File: config.mk
export PLATFORM = sky130hd
export DESIGN_NAME = edc_core
export DESIGN_NICKNAME = d
export VERILOG_FILES = /design/src/inc/edc_pkg.sv /design/src/core/edc_core.sv
export VERILOG_INCLUDE_DIRS = /design/src /design/src/inc
export SDC_FILE = /design/constraint.sdc
export NUM_CORES = 1
export LEC_CHECK = 0
export BUFFER_PORTS_ARGS = -buffer_cell sky130_fd_sc_hd__buf_2
export CAP_MARGIN = 10
export CORE_MARGIN = 5
export CORE_UTILIZATION = 56
export CTS_CLUSTER_SIZE = 8
export DETAILED_ROUTE_END_ITERATION = 6
export GPL_ROUTABILITY_DRIVEN = 1
export PLACE_DENSITY = 0.84
export SYNTH_ARGS = -nofsm -noshare
export SYNTH_HDL_FRONTEND = slang
export SYNTH_SLANG_ARGS = --single-unit
File: constraint.sdc
create_clock -name sys_clk -period 4.45 [get_ports sys_clk]
set_clock_uncertainty 0.1 [all_clocks]
set_input_delay 0.6675 -clock sys_clk [delete_from_list [all_inputs] [get_ports sys_clk]]
set_output_delay 0.6675 -clock sys_clk [all_outputs]
set_load 0.02 [all_outputs]
File: src/inc/edc_consts.svh
// Purpose: constants for the excitation DAC control block
// Assumes: 32-bit AXI4-Lite register bus, byte addressing
// Notes: offsets are byte addresses, low 16 bits decoded
`ifndef EDC_CONSTS_SVH
`define EDC_CONSTS_SVH

`define EDC_ADDR_W 16
`define EDC_OFS_CONFIG 16'h2010
`define EDC_OFS_CODE 16'h2048
`define EDC_OFS_PWRBW 16'h2050
`define EDC_OFS_STATUS 16'h2054

`define EDC_CONFIG_RESET 13'h001e
`define EDC_CONFIG_MASK 13'h11ff
`define EDC_CODE_RESET 12'h800
`define EDC_CODE_MIN 12'h200
`define EDC_CODE_MAX 12'he00
`define EDC_PWRBW_RESET 4'h0
`define EDC_PWRBW_MASK 4'hd

`define EDC_BIT_ATTEN 0
`define EDC_RATE_LSB 1
`define EDC_RATE_MSB 8
`define EDC_BIT_GAIN 12
`define EDC_BIT_HIPWR 0
`define EDC_FILT_LSB 2
`define EDC_FILT_MSB 3

`define EDC_RESP_OKAY 2'b00
`define EDC_RESP_SLVERR 2'b10

`endif

File: src/inc/edc_pkg.sv
// Purpose: types for the excitation DAC control block
// Assumes: constants come from edc_consts.svh
// Notes: axi channel groups travel as packed structs
`include "edc_consts.svh"

package edc_pkg;

	// write and read requests from the master, with bready and rready
	typedef struct packed {
		logic awvalid;
		logic [`EDC_ADDR_W-1:0] awaddr;
		logic wvalid;
		logic [31:0] wdata;
		logic [3:0] wstrb;
		logic bready;
		logic arvalid;
		logic [`EDC_ADDR_W-1:0] araddr;
		logic rready;
	} edc_axi_req_t;

	// answers back to the master
	typedef struct packed {
		logic awready;
		logic wready;
		logic bvalid;
		logic [1:0] bresp;
		logic arready;
		logic rvalid;
		logic [31:0] rdata;
		logic [1:0] rresp;
	} edc_axi_rsp_t;

	// filter cutoff choices
	typedef enum logic [1:0] {
		edc_filt_off,
		edc_filt_50k,
		edc_filt_100k,
		edc_filt_250k
	} edc_filt_t;

	// settings handed to the analog side
	typedef struct packed {
		logic [11:0] code;
		logic dac_update;
		logic gain_quarter;
		logic atten_en;
		logic high_power;
		edc_filt_t filt;
	} edc_analog_t;

endpackage

File: src/core/edc_core.sv
// Purpose: register file and update-rate divider of the excitation DAC
// Assumes: sys_clk is the analog clock; one clock domain only
// Notes: AXI4-Lite slave; codes leave on each divider tick
//
// Local design decision: the AXI4-Lite interface to the registers.
`include "edc_consts.svh"
`timescale 1ns/1ps
`default_nettype none

module edc_core (
	// clock and reset
	input wire logic sys_clk,
	input wire logic rstn,
	// register bus
	input wire edc_pkg::edc_axi_req_t axi_req,
	output edc_pkg::edc_axi_rsp_t axi_rsp,
	// analog side
	output edc_pkg::edc_analog_t analog
);
	import edc_pkg::*;

	// register storage
	logic [12:0] config_reg;
	logic [11:0] code_reg;
	logic [3:0] pwrbw_reg;
	logic [11:0] live_code;
	logic [7:0] div_cnt;
	logic [7:0] next_div_cnt;
	logic tick;
	logic code_clipped;

	// bus state
	logic aw_held;
	logic w_held;
	logic [`EDC_ADDR_W-1:0] aw_addr;
	logic [31:0] w_data;
	logic [3:0] w_strb;
	logic do_write;
	logic aw_rdy;
	logic w_rdy;
	logic b_vld;
	logic [1:0] b_resp;
	logic ar_rdy;
	logic r_vld;
	logic [31:0] r_data;
	logic [1:0] r_resp;
	logic [31:0] cfg_merged;
	logic [31:0] code_merged;
	logic [31:0] pwrbw_merged;

	// byte-lane merge, used for every writable register
	function automatic logic [31:0] merge(input logic [31:0] old,
		input logic [31:0] data, input logic [3:0] strb);
		logic [31:0] res;
		res = old;
		for (int i = 0; i < 4; i++) begin
			if (strb[i]) begin
				res[i*8 +: 8] = data[i*8 +: 8];
			end
		end
		return res;
	endfunction

	// decoded read value; unmapped gives zero with an error answer
	function automatic logic [31:0] read_mux(input logic [`EDC_ADDR_W-1:0] a,
		input logic [12:0] cfg, input logic [11:0] cod,
		input logic [3:0] pb, input logic [11:0] lc, input logic clp);
		logic [31:0] v;
		v = 32'h0000_0000;
		case (a)
			`EDC_OFS_CONFIG: v = {19'h0_0000, cfg};
			`EDC_OFS_CODE: v = {20'h0_0000, cod};
			`EDC_OFS_PWRBW: v = {28'h000_0000, pb};
			`EDC_OFS_STATUS: v = {19'h0_0000, clp, lc};
			default: v = 32'h0000_0000;
		endcase
		return v;
	endfunction

	function automatic logic mapped(input logic [`EDC_ADDR_W-1:0] a);
		return (a == `EDC_OFS_CONFIG) || (a == `EDC_OFS_CODE) ||
			(a == `EDC_OFS_PWRBW) || (a == `EDC_OFS_STATUS);
	endfunction

	assign do_write = aw_held && w_held && !b_vld;

	// one driver for the whole answer struct; every field is a flop
	assign axi_rsp = '{awready: aw_rdy, wready: w_rdy, bvalid: b_vld,
		bresp: b_resp, arready: ar_rdy, rvalid: r_vld, rdata: r_data,
		rresp: r_resp};

	// write address and data are taken in either order and held
	always_ff @(posedge sys_clk or negedge rstn) begin
		if (!rstn) begin
			aw_held <= 1'b0;
			w_held <= 1'b0;
			aw_addr <= 16'h0000;
			w_data <= 32'h0000_0000;
			w_strb <= 4'h0;
			aw_rdy <= 1'b0;
			w_rdy <= 1'b0;
			b_vld <= 1'b0;
			b_resp <= `EDC_RESP_OKAY;
		end else begin
			aw_rdy <= !aw_held && !aw_rdy && axi_req.awvalid;
			w_rdy <= !w_held && !w_rdy && axi_req.wvalid;
			if (aw_rdy && axi_req.awvalid) begin
				aw_held <= 1'b1;
				aw_addr <= axi_req.awaddr;
			end
			if (w_rdy && axi_req.wvalid) begin
				w_held <= 1'b1;
				w_data <= axi_req.wdata;
				w_strb <= axi_req.wstrb;
			end
			if (do_write) begin
				b_vld <= 1'b1;
				b_resp <= mapped(aw_addr) ? `EDC_RESP_OKAY :
					`EDC_RESP_SLVERR;
			end else if (b_vld && axi_req.bready) begin
				b_vld <= 1'b0;
				aw_held <= 1'b0;
				w_held <= 1'b0;
			end
		end
	end

	// read channel: one read at a time, answer two edges after arvalid
	always_ff @(posedge sys_clk or negedge rstn) begin
		if (!rstn) begin
			ar_rdy <= 1'b0;
			r_vld <= 1'b0;
			r_data <= 32'h0000_0000;
			r_resp <= `EDC_RESP_OKAY;
		end else begin
			ar_rdy <= !ar_rdy && !r_vld && axi_req.arvalid;
			if (ar_rdy && axi_req.arvalid) begin
				r_vld <= 1'b1;
				r_data <= read_mux(axi_req.araddr, config_reg,
					code_reg, pwrbw_reg, live_code, code_clipped);
				r_resp <= mapped(axi_req.araddr) ? `EDC_RESP_OKAY :
					`EDC_RESP_SLVERR;
			end else if (r_vld && axi_req.rready) begin
				r_vld <= 1'b0;
			end
		end
	end

	// merged words; a function result cannot be part-selected directly
	assign cfg_merged = merge({19'h0_0000, config_reg}, w_data,
		w_strb);
	assign code_merged = merge({20'h0_0000, code_reg}, w_data,
		w_strb);
	assign pwrbw_merged = merge({28'h000_0000, pwrbw_reg}, w_data,
		w_strb);

	// configuration: reserved bits masked so they never store
	always_ff @(posedge sys_clk or negedge rstn) begin
		if (!rstn) begin
			config_reg <= `EDC_CONFIG_RESET;
		end else if (do_write && aw_addr == `EDC_OFS_CONFIG) begin
			config_reg <= cfg_merged[12:0] & `EDC_CONFIG_MASK;
		end
	end

	// dac code register
	always_ff @(posedge sys_clk or negedge rstn) begin
		if (!rstn) begin
			code_reg <= `EDC_CODE_RESET;
		end else if (do_write && aw_addr == `EDC_OFS_CODE) begin
			code_reg <= code_merged[11:0];
		end
	end

	// power and bandwidth register
	always_ff @(posedge sys_clk or negedge rstn) begin
		if (!rstn) begin
			pwrbw_reg <= `EDC_PWRBW_RESET;
		end else if (do_write && aw_addr == `EDC_OFS_PWRBW) begin
			pwrbw_reg <= pwrbw_merged[3:0] & `EDC_PWRBW_MASK;
		end
	end

	// update divider; sys_clk stands for whichever analog clock runs
	always_comb begin
		if (div_cnt <= 8'h01) begin
			next_div_cnt = config_reg[`EDC_RATE_MSB:`EDC_RATE_LSB];
		end else begin
			next_div_cnt = div_cnt - 8'h01;
		end
	end
	assign tick = (div_cnt <= 8'h01);

	always_ff @(posedge sys_clk or negedge rstn) begin
		if (!rstn) begin
			div_cnt <= 8'h00;
		end else begin
			div_cnt <= next_div_cnt;
		end
	end

	// load a clamped code each tick; clamp keeps code in valid span
	always_ff @(posedge sys_clk or negedge rstn) begin
		if (!rstn) begin
			live_code <= `EDC_CODE_RESET;
			code_clipped <= 1'b0;
		end else if (tick) begin
			if (code_reg < `EDC_CODE_MIN) begin
				live_code <= `EDC_CODE_MIN;
				code_clipped <= 1'b1;
			end else if (code_reg > `EDC_CODE_MAX) begin
				live_code <= `EDC_CODE_MAX;
				code_clipped <= 1'b1;
			end else begin
				live_code <= code_reg;
				code_clipped <= 1'b0;
			end
		end
	end

	// analog outputs, all registered
	always_ff @(posedge sys_clk or negedge rstn) begin
		if (!rstn) begin
			analog.code <= `EDC_CODE_RESET;
			analog.dac_update <= 1'b0;
			analog.gain_quarter <= 1'b0;
			analog.atten_en <= 1'b0;
			analog.high_power <= 1'b0;
			analog.filt <= edc_filt_off;
		end else begin
			analog.code <= live_code;
			analog.dac_update <= tick;
			analog.gain_quarter <= config_reg[`EDC_BIT_GAIN];
			analog.atten_en <= config_reg[`EDC_BIT_ATTEN];
			analog.high_power <= pwrbw_reg[`EDC_BIT_HIPWR];
			analog.filt <= edc_filt_t'(
				pwrbw_reg[`EDC_FILT_MSB:`EDC_FILT_LSB]);
		end
	end

endmodule
`default_nettype wire

# Word level (Yosys, flattened, before mapping)
# Cells that the tools add are included.
dict set report op_classes {
  addsub 1
  n_lt_le_gt_ge 3
  eq_ne 8
  muxes 18
  reduce_logical 36
}
# operator n
set ops {}
lappend ops {{16-bit by 14-bit equality test with 1-bit output, second input constant} 8}
lappend ops {{13-bit one-hot mux with 4 select lines} 1}
lappend ops {{12-bit 2-to-1 mux} 2}
lappend ops {{1-bit logical AND} 16}
lappend ops {{12-bit > comparator, second input constant} 1}
lappend ops {{12-bit by 10-bit less-than comparator with 1-bit output, second input constant} 1}
lappend ops {{1-bit 2-to-1 mux} 12}
lappend ops {{2-bit AND reduction} 5}
lappend ops {{8-bit by 1-bit <= comparator with 1-bit output, second input constant} 1}
lappend ops {{8-bit 2-to-1 mux} 1}
lappend ops {{8-bit by 1-bit subtractor with 8-bit output, second input constant} 1}
lappend ops {{1-bit logical NOT} 7}
lappend ops {{1-bit logical OR} 6}
lappend ops {{2-bit 2-to-1 mux} 2}
lappend ops {{2-bit nonzero test} 2}
dict set report totals {
  ff_bits 138
  out_inout_bits 59
  elab_cells 93
}

# Depth between registers and ports, before layout
# Gate-level depths: netlist (run 1).
dict set report logic_depth {
  word_depth 5
  ltp_mapped 7
  ltp_nobuf 6
}

# Least setup slack after synthesis (run 1)
# Ideal clock, no wire load.
dict set report synth_timing {
  kind {input -> register}
  from {input port axi_req[10] (netlist bit)}
  to {register r_data[12]}
  setup_time_ns 0.067
  t_arrival_ns 1.692
  t_required_ns 4.283
  slack_ns 2.591
  cell_stages 4
  n_path_buf 0
  path_cell_list {nor4b_1 nand4b_1 nor2_1 a22o_1}
}
dict set report synth_between {
  elab_chain_len 2
  elab_cells_between_ends 5
}
# item line_no
set synth_lines {}
lappend synth_lines {{start, declared} edc_core.sv:15} ;# input wire edc_pkg::edc_axi_req_t axi_req,
lappend synth_lines {{16-bit by 14-bit equality test with 1-bit output} edc_core.sv:70} ;# case (a)
lappend synth_lines {{13-bit one-hot mux with 4 select lines *} edc_core.sv:70}
lappend synth_lines {{end signal, assigned} edc_core.sv:139} ;# r_data <= read_mux(axi_req.araddr, config_reg,
lappend synth_lines {{end, declared} edc_core.sv:45} ;# logic [31:0] r_data;
# Every way passes the cells marked *; elsewhere a longest branch is shown, timed or not.
# A chain may end at the register's enable or synchronous reset.

# Worst setup path in the final report (run 1)
dict set report layout_timing {
  from {register div_cnt[0]}
  to {register div_cnt[5]}
}
dict set report layout_between {
  elab_chain_len 2
  elab_cells_between_ends 3
}
# item line_no
set layout_lines {}
lappend layout_lines {{start, declared} edc_core.sv:27} ;# logic [7:0] div_cnt;
lappend layout_lines {{start signal, assigned} edc_core.sv:198} ;# div_cnt <= next_div_cnt;
lappend layout_lines {{8-bit by 1-bit subtractor with 8-bit output or 8-bit by 1-bit <= comparator with 1-bit output (tied branches)} {edc_core.sv:189, edc_core.sv:186}}
lappend layout_lines {{8-bit 2-to-1 mux *} edc_core.sv:186} ;# if (div_cnt <= 8'h01) begin
lappend layout_lines {{via next_div_cnt[5]} edc_core.sv:28} ;# logic [7:0] next_div_cnt;
# The timed path passes the listed nets; every way through them passes the cells marked *.

==> results.tsv, run 1 <==
metric	value	unit
status	finished, final reports clean	
end_kind	flop	
grt_max_degree	91	
diodes	0	
syn_area_per_cell	12.82	um2
initial_utilization	57.03	%
grt_pass1_wl	17360	um
endpoint	div_cnt[5]$_DFF_PN0_	
clk_pin_slew_worst_paths	0.06	ns
syn_area	0.004925	mm2
cts_buffer_depth	2	
synth_edf_count	0	
htreeDepth	4	
worstSkewPairLatency	0.51	ns
synth_cell_types	47	
ys_seq_area_share	59.63	%
power_density	563.3	mW/mm2
crit_path_max_fanout	19	
ant_nets	0	
area_delta_synth_final	21.49	%
grt_pass1_vias	3523	
cts_buffers	17	
max_slew_margin	26.37	%
period_share	56.30	%
first_pass_iters	4	
cap_violations	0	
maxSlewViolCount	0	
routed_wl	10420	um
arrival	2.77	ns
num_rows	34	
ctsResizeCount	0	
die_height	103.8	um
hp-class	in -> reg	
cts.sinks	117	
yosysWarnings	0	
synth_flop_cell	dfrtp_1	
drive_above_1_share	41.41	%
peakVddDrop	0.4212	mV
rsz0062_at_grt	false	
num-nets-final	559	
leakage	2.965	nW
critical_path_class	reg -> reg	
setup_tns	0	ns
critPathLaunchType	flop	
finish.instance_area	0.005983	mm2
largest_register_ffs	18	
reg2reg_to	div_cnt[5]$_DFF_PN0_	
portBuffers	91	
final_hold_viol_count	0	
hpwlAfterDp	7161	um
num_vias	3336	
cts_root_buf	clkbuf_8	
placed_cell_area	0.005375	mm2
viasPerCell	5.532	
postCtsSetupBuffers	0	
synthArstFlopShare	100.0	%
antenna_found_initial	0	
core	0.008636	mm2
routedWlPerCell	17.27	um
yosys_register_bits	117	
grt_use_total	19.83	%
regToRegStartpoint	div_cnt[0]$_DFF_PN0_	
fmax	0.3991	GHz
largestRegisters	analog x18, aw_addr x16	
synth_cells	384	
finalCriticalPeriod	2.505	ns
first_iter_violations	197	
critPathLaunch	div_cnt[0]$_DFF_PN0_	
r2r_slack	1.94	ns
drc	0	
r2r_cells	6	
holdBufCountCts	0	
setup_viol	0	
ios	134	
globalplace.congestion	0.8319	
die-area	0.01077	mm2
cts_tree	built	
overflow	0	
worst_ep_required_time	4.71	ns
regMostFlops	analog	
worstMarginPinSlew	1.104	ns
die_w	103.8	um
## worst min-delay path by stage
stage | startpoint | end | slack (ns) | cells after the start
after global routing | axi_req[18] | aw_held$_DFF_PN0_ | 0.24 | 2
after CTS | axi_req[0] | r_vld$_DFFE_PN0P_ | 0.22 | 2
after global placement | live_code[11]$_DFFE_PN1P_ | analog[17]$_DFF_PN1_ | 0.27 | 0
after detailed placement | live_code[11]$_DFFE_PN1P_ | analog[17]$_DFF_PN1_ | 0.27 | 0
after floorplan | live_code[11]$_DFFE_PN1P_ | analog[17]$_DFF_PN1_ | 0.26 | 0
final | axi_req[0] | r_vld$_DFFE_PN0P_ | 0.24 | 2
## layout make-up
| cell class | count | area (um2) |
|---|---|---|
| timing repair buffer | 92 | 465.4 |
| clock inverter | 14 | 180.2 |
| multi-input combinational | 246 | 1808 |
| inverter | 8 | 30.03 |
| sequential | 117 | 2937 |
| fill | 607 | 2653 |
| tap | 108 | 135.1 |
| clock buffer | 18 | 427.9 |
## power breakdown
group          internal (mW)  switching [mW]  total (mW)
Combinational          0.269           0.264       0.533
Clock                  0.872           0.489        1.36
Sequential              1.28           0.197        1.48
## layout by cell type (no fill, tap or decap), types with 2 or more instances in the layout
cell type / n
inv_1: 8
mux2i_1: 2
a21oi_1: 8
dfstp_2: 7
a22o_1: 13
clkinv_4: 8
bufinv_16: 3
nor4_1: 5
clkbuf_8: 2
o21ai_0: 11
nor3_1: 6
clkinvlp_4: 2
ha_1: 2
conb_1: 21
nand4_1: 4
buf_2: 90
clkbuf_16: 16
nor2_1: 14
mux2_2: 60
and4bb_2: 2
o31ai_1: 4
buf_4: 2
dfrtp_1: 110
a22oi_1: 9
nand2_1: 44
nor3b_1: 4
nand3_1: 7
xnor2_1: 3
nor4_2: 2
nand2b_1: 2
a222oi_1: 3
## layer usage
| metal | vias to the layer above | share of wire, % | global-route usage [%] |
|---|---|---|---|
| met5 | - | 0 | 0 |
| met4 | 0 | 1.2 | 7.123 |
| met3 | 14 | 9.2 | 6.903 |
| met2 | 146 | 51 | 33.06 |
| met1 | 1643 | 39 | 23.84 |
| li1 | 1533 | - | - |
## synthesized netlist by cell type, types with 2 or more instances
master,number,area share (%)
clkbuf_1,4,0.30
mux2i_1,2,0.41
nor3_1,6,0.61
a22o_1,13,2.3
o31ai_1,4,0.61
and4bb_2,2,0.51
nor4_1,5,0.64
dfstp_2,7,3.7
nand2b_1,2,0.25
nor4_2,2,0.51
ha_1,2,0.51
a22oi_1,9,1.4
o21ai_0,11,1.1
buf_4,26,4.0
a21oi_1,8,0.81
a222oi_1,3,0.61
nand2_1,44,3.4
buf_2,3,0.30
xnor2_1,3,0.53
nand4_1,4,0.51
nor3b_1,4,0.61
mux2_2,60,14
dfrtp_1,110,56
inv_1,8,0.61
nor2_1,14,1.1
nand3_1,7,0.71
## cell families (layout without fill, tap and decap cells)
kind of cell	count (synthesis)	in the layout	share of synthesized area, %
DFF	117	117	59.63
and+or+nand+nor	104	104	11.81
muxes	62	62	14.13
AOI/OAI and AO/OA	53	53	7.952
buffers and inverters	41	132	5.183
xor gates and xnor gates	4	4	0.7115
adders and majority gates	2	2	0.5080
other	1	21	0.07615
## critical path, stage by stage (launching register included)
cell and delay [ns]:
dfrtp_1 0.43, inv_1 0.09, ha_1 0.29, o211ai_2 0.68, inv_1 0.49, nand2_1 0.17
o21ai_0 0.10
## metrics by stage
step	setup slack (ns)	instances	hold WS (ns)	util, %	power (mW)
2_1_floorplan	2.591	404	0.2609	-	1.871
3_3_place_gp	2.031	571	0.2654	62.24	1.971
3_5_place_dp	2.012	571	0.2713	62.24	2.014
4_1_cts	1.961	603	0.2245	69.28	3.397
5_1_grt	1.735	603	0.2369	69.28	3.515
6_report	1.945	603	0.2444	69.28	3.370
Power figures use the tool's default switching activity.
==> run 2, diff against run 1 <==
CORE_UTILIZATION = 52   (was 56)
PLACE_DENSITY = 0.79   (was 0.84)
clock period = 2.6 ns   (was 4.45 ns; I/O delays follow)
==> results.tsv, run 2 (same netlist as run 1, synthesis figures left out) <==
metric	value	unit
status	finished, final reports clean	
setup_viol	0	
num_vias	3411	
cts_root_buf	clkbuf_8	
rsz0062_at_grt	false	
final_common_cell	dfrtp_1	
die-area	0.01152	mm2
globalplace.congestion	0.8026	
holdPathStages	2	
routedWlPerCell	17.09	um
viasPerCell	5.297	
finalCriticalPeriod	2.120	ns
num-nets-final	579	
holdWs	0.02054	ns
ios	134	
routed_wl	11010	um
end_kind	flop	
hpwlAfterDp	7633	um
overflow	0	
largest_register_ffs	18	
worstMarginPinSlew	0.7261	ns
diodes	0	
peakVddDrop	0.6260	mV
instances_no_fill	644	
drive_above_1_share	40.58	%
grt_max_degree	47	
largestRegisters	analog x18, aw_addr x16	
grt_pass1_wl	18170	um
first_pass_iters	4	
area_delta_synth_final	25.53	%
hp-class	in -> reg	
die_w	107.3	um
postCtsSetupBuffers	0	
power_density	929.3	mW/mm2
arrival	2.41	ns
cts_buffer_depth	2	
regMostFlops	analog	
period_share	81.54	%
placed_cell_area	0.005451	mm2
drc	0	
first_iter_violations	238	
max_slew_margin	51.48	%
cts_tree	built	
antenna_found_initial	0	
worstSkewPairLatency	0.51	ns
finish.instance_area	0.006182	mm2
cts.sinks	117	
maxSlewViolCount	0	
cts_buffers	17	
fmax	0.4717	GHz
initial_utilization	53.30	%
portBuffers	91	
num_rows	35	
htreeDepth	4	
cap_violations	0	
core	0.009240	mm2
critPathLaunchType	flop	
clk_pin_slew_worst_paths	0.06	ns
ant_nets	0	
final_cell_mix	dfrtp_1 (110), buf_2 (90), mux2_2 (60)	
grt_pass1_vias	3700	
final_hold_viol_count	0	
crit_path_max_fanout	8	
die_height	107.3	um
leakage	3.039	nW
p_total	5.745	mW
grt_use_total	20.25	%
setup_tns	0	ns
dp.cells	597	
r2r_cells	4	
worst_ep_required_time	2.89	ns
critical_path_class	reg -> reg	
[run 2: cell count changes in the layout (fill, tap and decap cells not counted), sizes merged]
| cell | change |
|---|---|
| clkbuf | +1 |
| buf | +5 |
| clkinv | -4 |
| bufinv | -1 |
| dlygate4sd3 | +15 |
| clkinvlp | +1 |
| inv | +3 |
[run 2: area by class of cell]
cell class	count	area (um2)
Fill cell	670	3058
Sequential cell	117	2937
Multi-Input combinational cell	246	1808
Timing Repair Buffer	112	665.6
Clock buffer	19	431.7
Tap cell	129	161.4
Clock inverter	13	148.9
Inverter	8	30.03
[run 2: final timing paths]
check                                          start                         to  slack, ns
min in group asynchronous                       rstn      r_data[4]$_DFFE_PN0P_       0.27
max                           aw_addr[9]$_DFFE_PN0P_  config_reg[0]$_DFFE_PN0P_       0.48
max reg2reg                   aw_addr[9]$_DFFE_PN0P_  config_reg[0]$_DFFE_PN0P_       0.48
min                                      axi_req[56]     aw_addr[0]$_DFFE_PN0P_       0.02
max in group asynchronous                       rstn  config_reg[3]$_DFFE_PN1P_       1.44
min reg2reg                live_code[11]$_DFFE_PN1P_       analog[17]$_DFF_PN1_       0.28
[run 2: report_power, final]
part | switching, mW | internal, mW
clock | 0.852 | 1.40
sequential | 0.349 | 2.19
combinational | 0.470 | 0.484
total | 1.67 | 4.07
[run 2: what timing repair did]
action / CTS / global route
gates resized for setup: 0 / 0
hold buffers: 15 / 0
endpoints found under the hold margin: 46 / 0
[run 2: layer usage]
| metal | track usage, % | wire [um] | up-vias |
|---|---|---|---|
| li1 | - | - | 1577 |
| met1 | 25.69 | 4533 | 1690 |
| met2 | 33.78 | 5579 | 137 |
| met3 | 5.999 | 838 | 7 |
| met4 | 5.753 | 57 | 0 |
| met5 | 0 | 0 | - |
[run 2: worst max-delay path: stages (launching register included)]
cell and delay [ns]:
dfrtp_1 0.41, nor4_2 0.44, nand4_2 0.21, nor3_4 0.44
mux2_2 0.40
[run 2: per-stage QoR]
stage | util [%] | worst slack (ns)
floorplan | - | 0.8059
global placement | 59.00 | 0.5588
detailed placement | 59.00 | 0.5081
CTS | 66.91 | 0.4610
global route | 66.91 | 0.3861
finish | 66.91 | 0.4799
==> run 3, diff against run 2 <==
clock period = 2.06 ns   (was 2.6 ns; I/O delays follow)
==> results.tsv, run 3 (same netlist as run 1, synthesis figures left out) <==
metric	value	unit
status	finished, final reports clean	
critical-path-top-delay-family	simple AND/OR/NAND/NOR gates	
period_share	92.78	%
crit_cells	4	
htreeDepth	4	
core	0.009240	mm2
cts_buffer_depth	2	
worstPathCellList	nor4b_4 -> nand4_1 -> nor2_4 -> mux2_2	
leakage	3.175	nW
p_total	7.331	mW
final_common_cell	dfrtp_1	
crit_path_max_fanout	8	
num-nets-final	612	
finish.instance_area	0.006529	mm2
worst_ep_required_time	2.35	ns
num_vias	3528	
area_delta_synth_final	32.57	%
cts_buffers	17	
diodes	0	
maxSlewViolCount	0	
viasPerCell	5.211	
grt_max_degree	44	
die_w	107.3	um
largestRegisters	analog x18, aw_addr x16	
initial_utilization	53.30	%
antenna_found_initial	0	
routedWlPerCell	16.58	um
clk_pin_slew_worst_paths	0.06	ns
fmax	0.5232	GHz
ios	134	
crit_buf_inv	0	
num_rows	35	
setup_viol	0	
rsz0062_at_grt	false	
hp-class	in -> reg	
critPathSlowestCell	dfrtp_1	
max_slew_margin	60.65	%
peakVddDrop	0.8545	mV
routed_wl	11220	um
portBuffers	91	
critPathLaunchType	flop	
cap_violations	0	
holdPathStages	5	
globalplace.congestion	0.8591	
power_density	1123	mW/mm2
slowest_delay	0.40	ns
first_pass_iters	4	
hpwlAfterDp	7620	um
drive_above_1_share	40.51	%
setup_tns	0	ns
first_iter_violations	187	
drc	0	
placed_cell_area	0.005537	mm2
grt_pass1_wl	18470	um
worstSkewPairLatency	0.51	ns
grt_use_total	20.75	%
die-area	0.01152	mm2
cts_tree	built	
regMostFlops	analog	
overflow	0	
critical_path_class	reg -> reg	
arrival	2.20	ns
final_cell_mix	dfrtp_1 (110), buf_2 (90), mux2_2 (60)	
grt_pass1_vias	3739	
r2r_cells	4	
ant_nets	0	
worstMarginPinSlew	0.5880	ns
final_hold_viol_count	0	
cts.sinks	117	
cts_root_buf	clkbuf_8	
die_height	107.3	um
end_kind	flop	
finalCriticalPeriod	1.911	ns
largest_register_ffs	18	
run 3: cell count changes in the layout (fill, tap and decap cells not counted), sizes merged:
cell / change
buf: +11
inv: +3
clkinvlp: +2
clkbuf: -1
bufinv: -1
clkinv: -3
dlygate4sd3: +22
run 3: final timing paths:
| kind | slack [ns] | end | from |
|---|---|---|---|
| max in group asynchronous | 0.97 | config_reg[2]$_DFFE_PN1P_ | rstn |
| max | 0.15 | code_reg[7]$_DFFE_PN0P_ | aw_addr[10]$_DFFE_PN0P_ |
| min | 0.17 | r_data[2]$_DFFE_PN0P_ | axi_req[1] |
| max reg2reg | 0.15 | code_reg[7]$_DFFE_PN0P_ | aw_addr[10]$_DFFE_PN0P_ |
| min reg2reg | 0.27 | analog[17]$_DFF_PN1_ | live_code[11]$_DFFE_PN1P_ |
| min in group asynchronous | 0.21 | live_code[6]$_DFFE_PN0P_ | rstn |
run 3: metrics by stage:
step / setup slack, ns / hold WS (ns) / utilization, % / instances
after global routing: 0.03238 / 0.2073 / 70.66 / 677
final: 0.1487 / 0.1727 / 70.66 / 677
after detailed placement: 0.1045 / 0.2111 / 59.92 / 605
after floorplan: 0.2659 / -0.08659 / - / 404
after CTS: 0.09185 / 0.1595 / 70.09 / 674
after global placement: 0.1594 / 0.2080 / 59.92 / 605
run 3: area by class of cell:
| cell class | instances | area (um2) |
|---|---|---|
| Clock buffer | 18 | 427.9 |
| Clock inverter | 14 | 141.4 |
| Fill cell | 635 | 2711 |
| Inverter | 8 | 33.78 |
| Multi-Input combinational cell | 246 | 1834 |
| Sequential cell | 117 | 2937 |
| Tap cell | 129 | 161.4 |
| Timing Repair Buffer | 145 | 993.5 |
run 3: metal layers:
layer | wire (um) | up-vias | track usage (%) | part of all wire [%]
met5 | 0 | - | 0 | 0
met4 | 138 | 0 | 7.215 | 1.2
met3 | 770 | 17 | 6.179 | 6.9
met2 | 5765 | 115 | 35.75 | 51
met1 | 4549 | 1754 | 24.69 | 41
li1 | - | 1642 | - | -
run 3: what timing repair did:
item / in CTS / in global routing
hold buffers: 37 / 0
setup buffers: 0 / 3
hold endpoints to repair: 71 / 0
endpoints found under the setup margin: 0 / 16
resized for setup: 0 / 4
run 3: power breakdown:
part	internal, mW	switching [mW]
clock network	1.66	1.12
logic	0.683	0.624
registers	2.76	0.476
total	5.11	2.22
run 3: tightest hold or removal path: cells and delay by family:
| kind | cells | cell delay, ns |
|---|---|---|
| buffers and inverters | 2 | 0.23 |
| and+or+nand+nor | 2 | 0.14 |
| AOI/OAI and AO/OA | 1 | 0.07 |
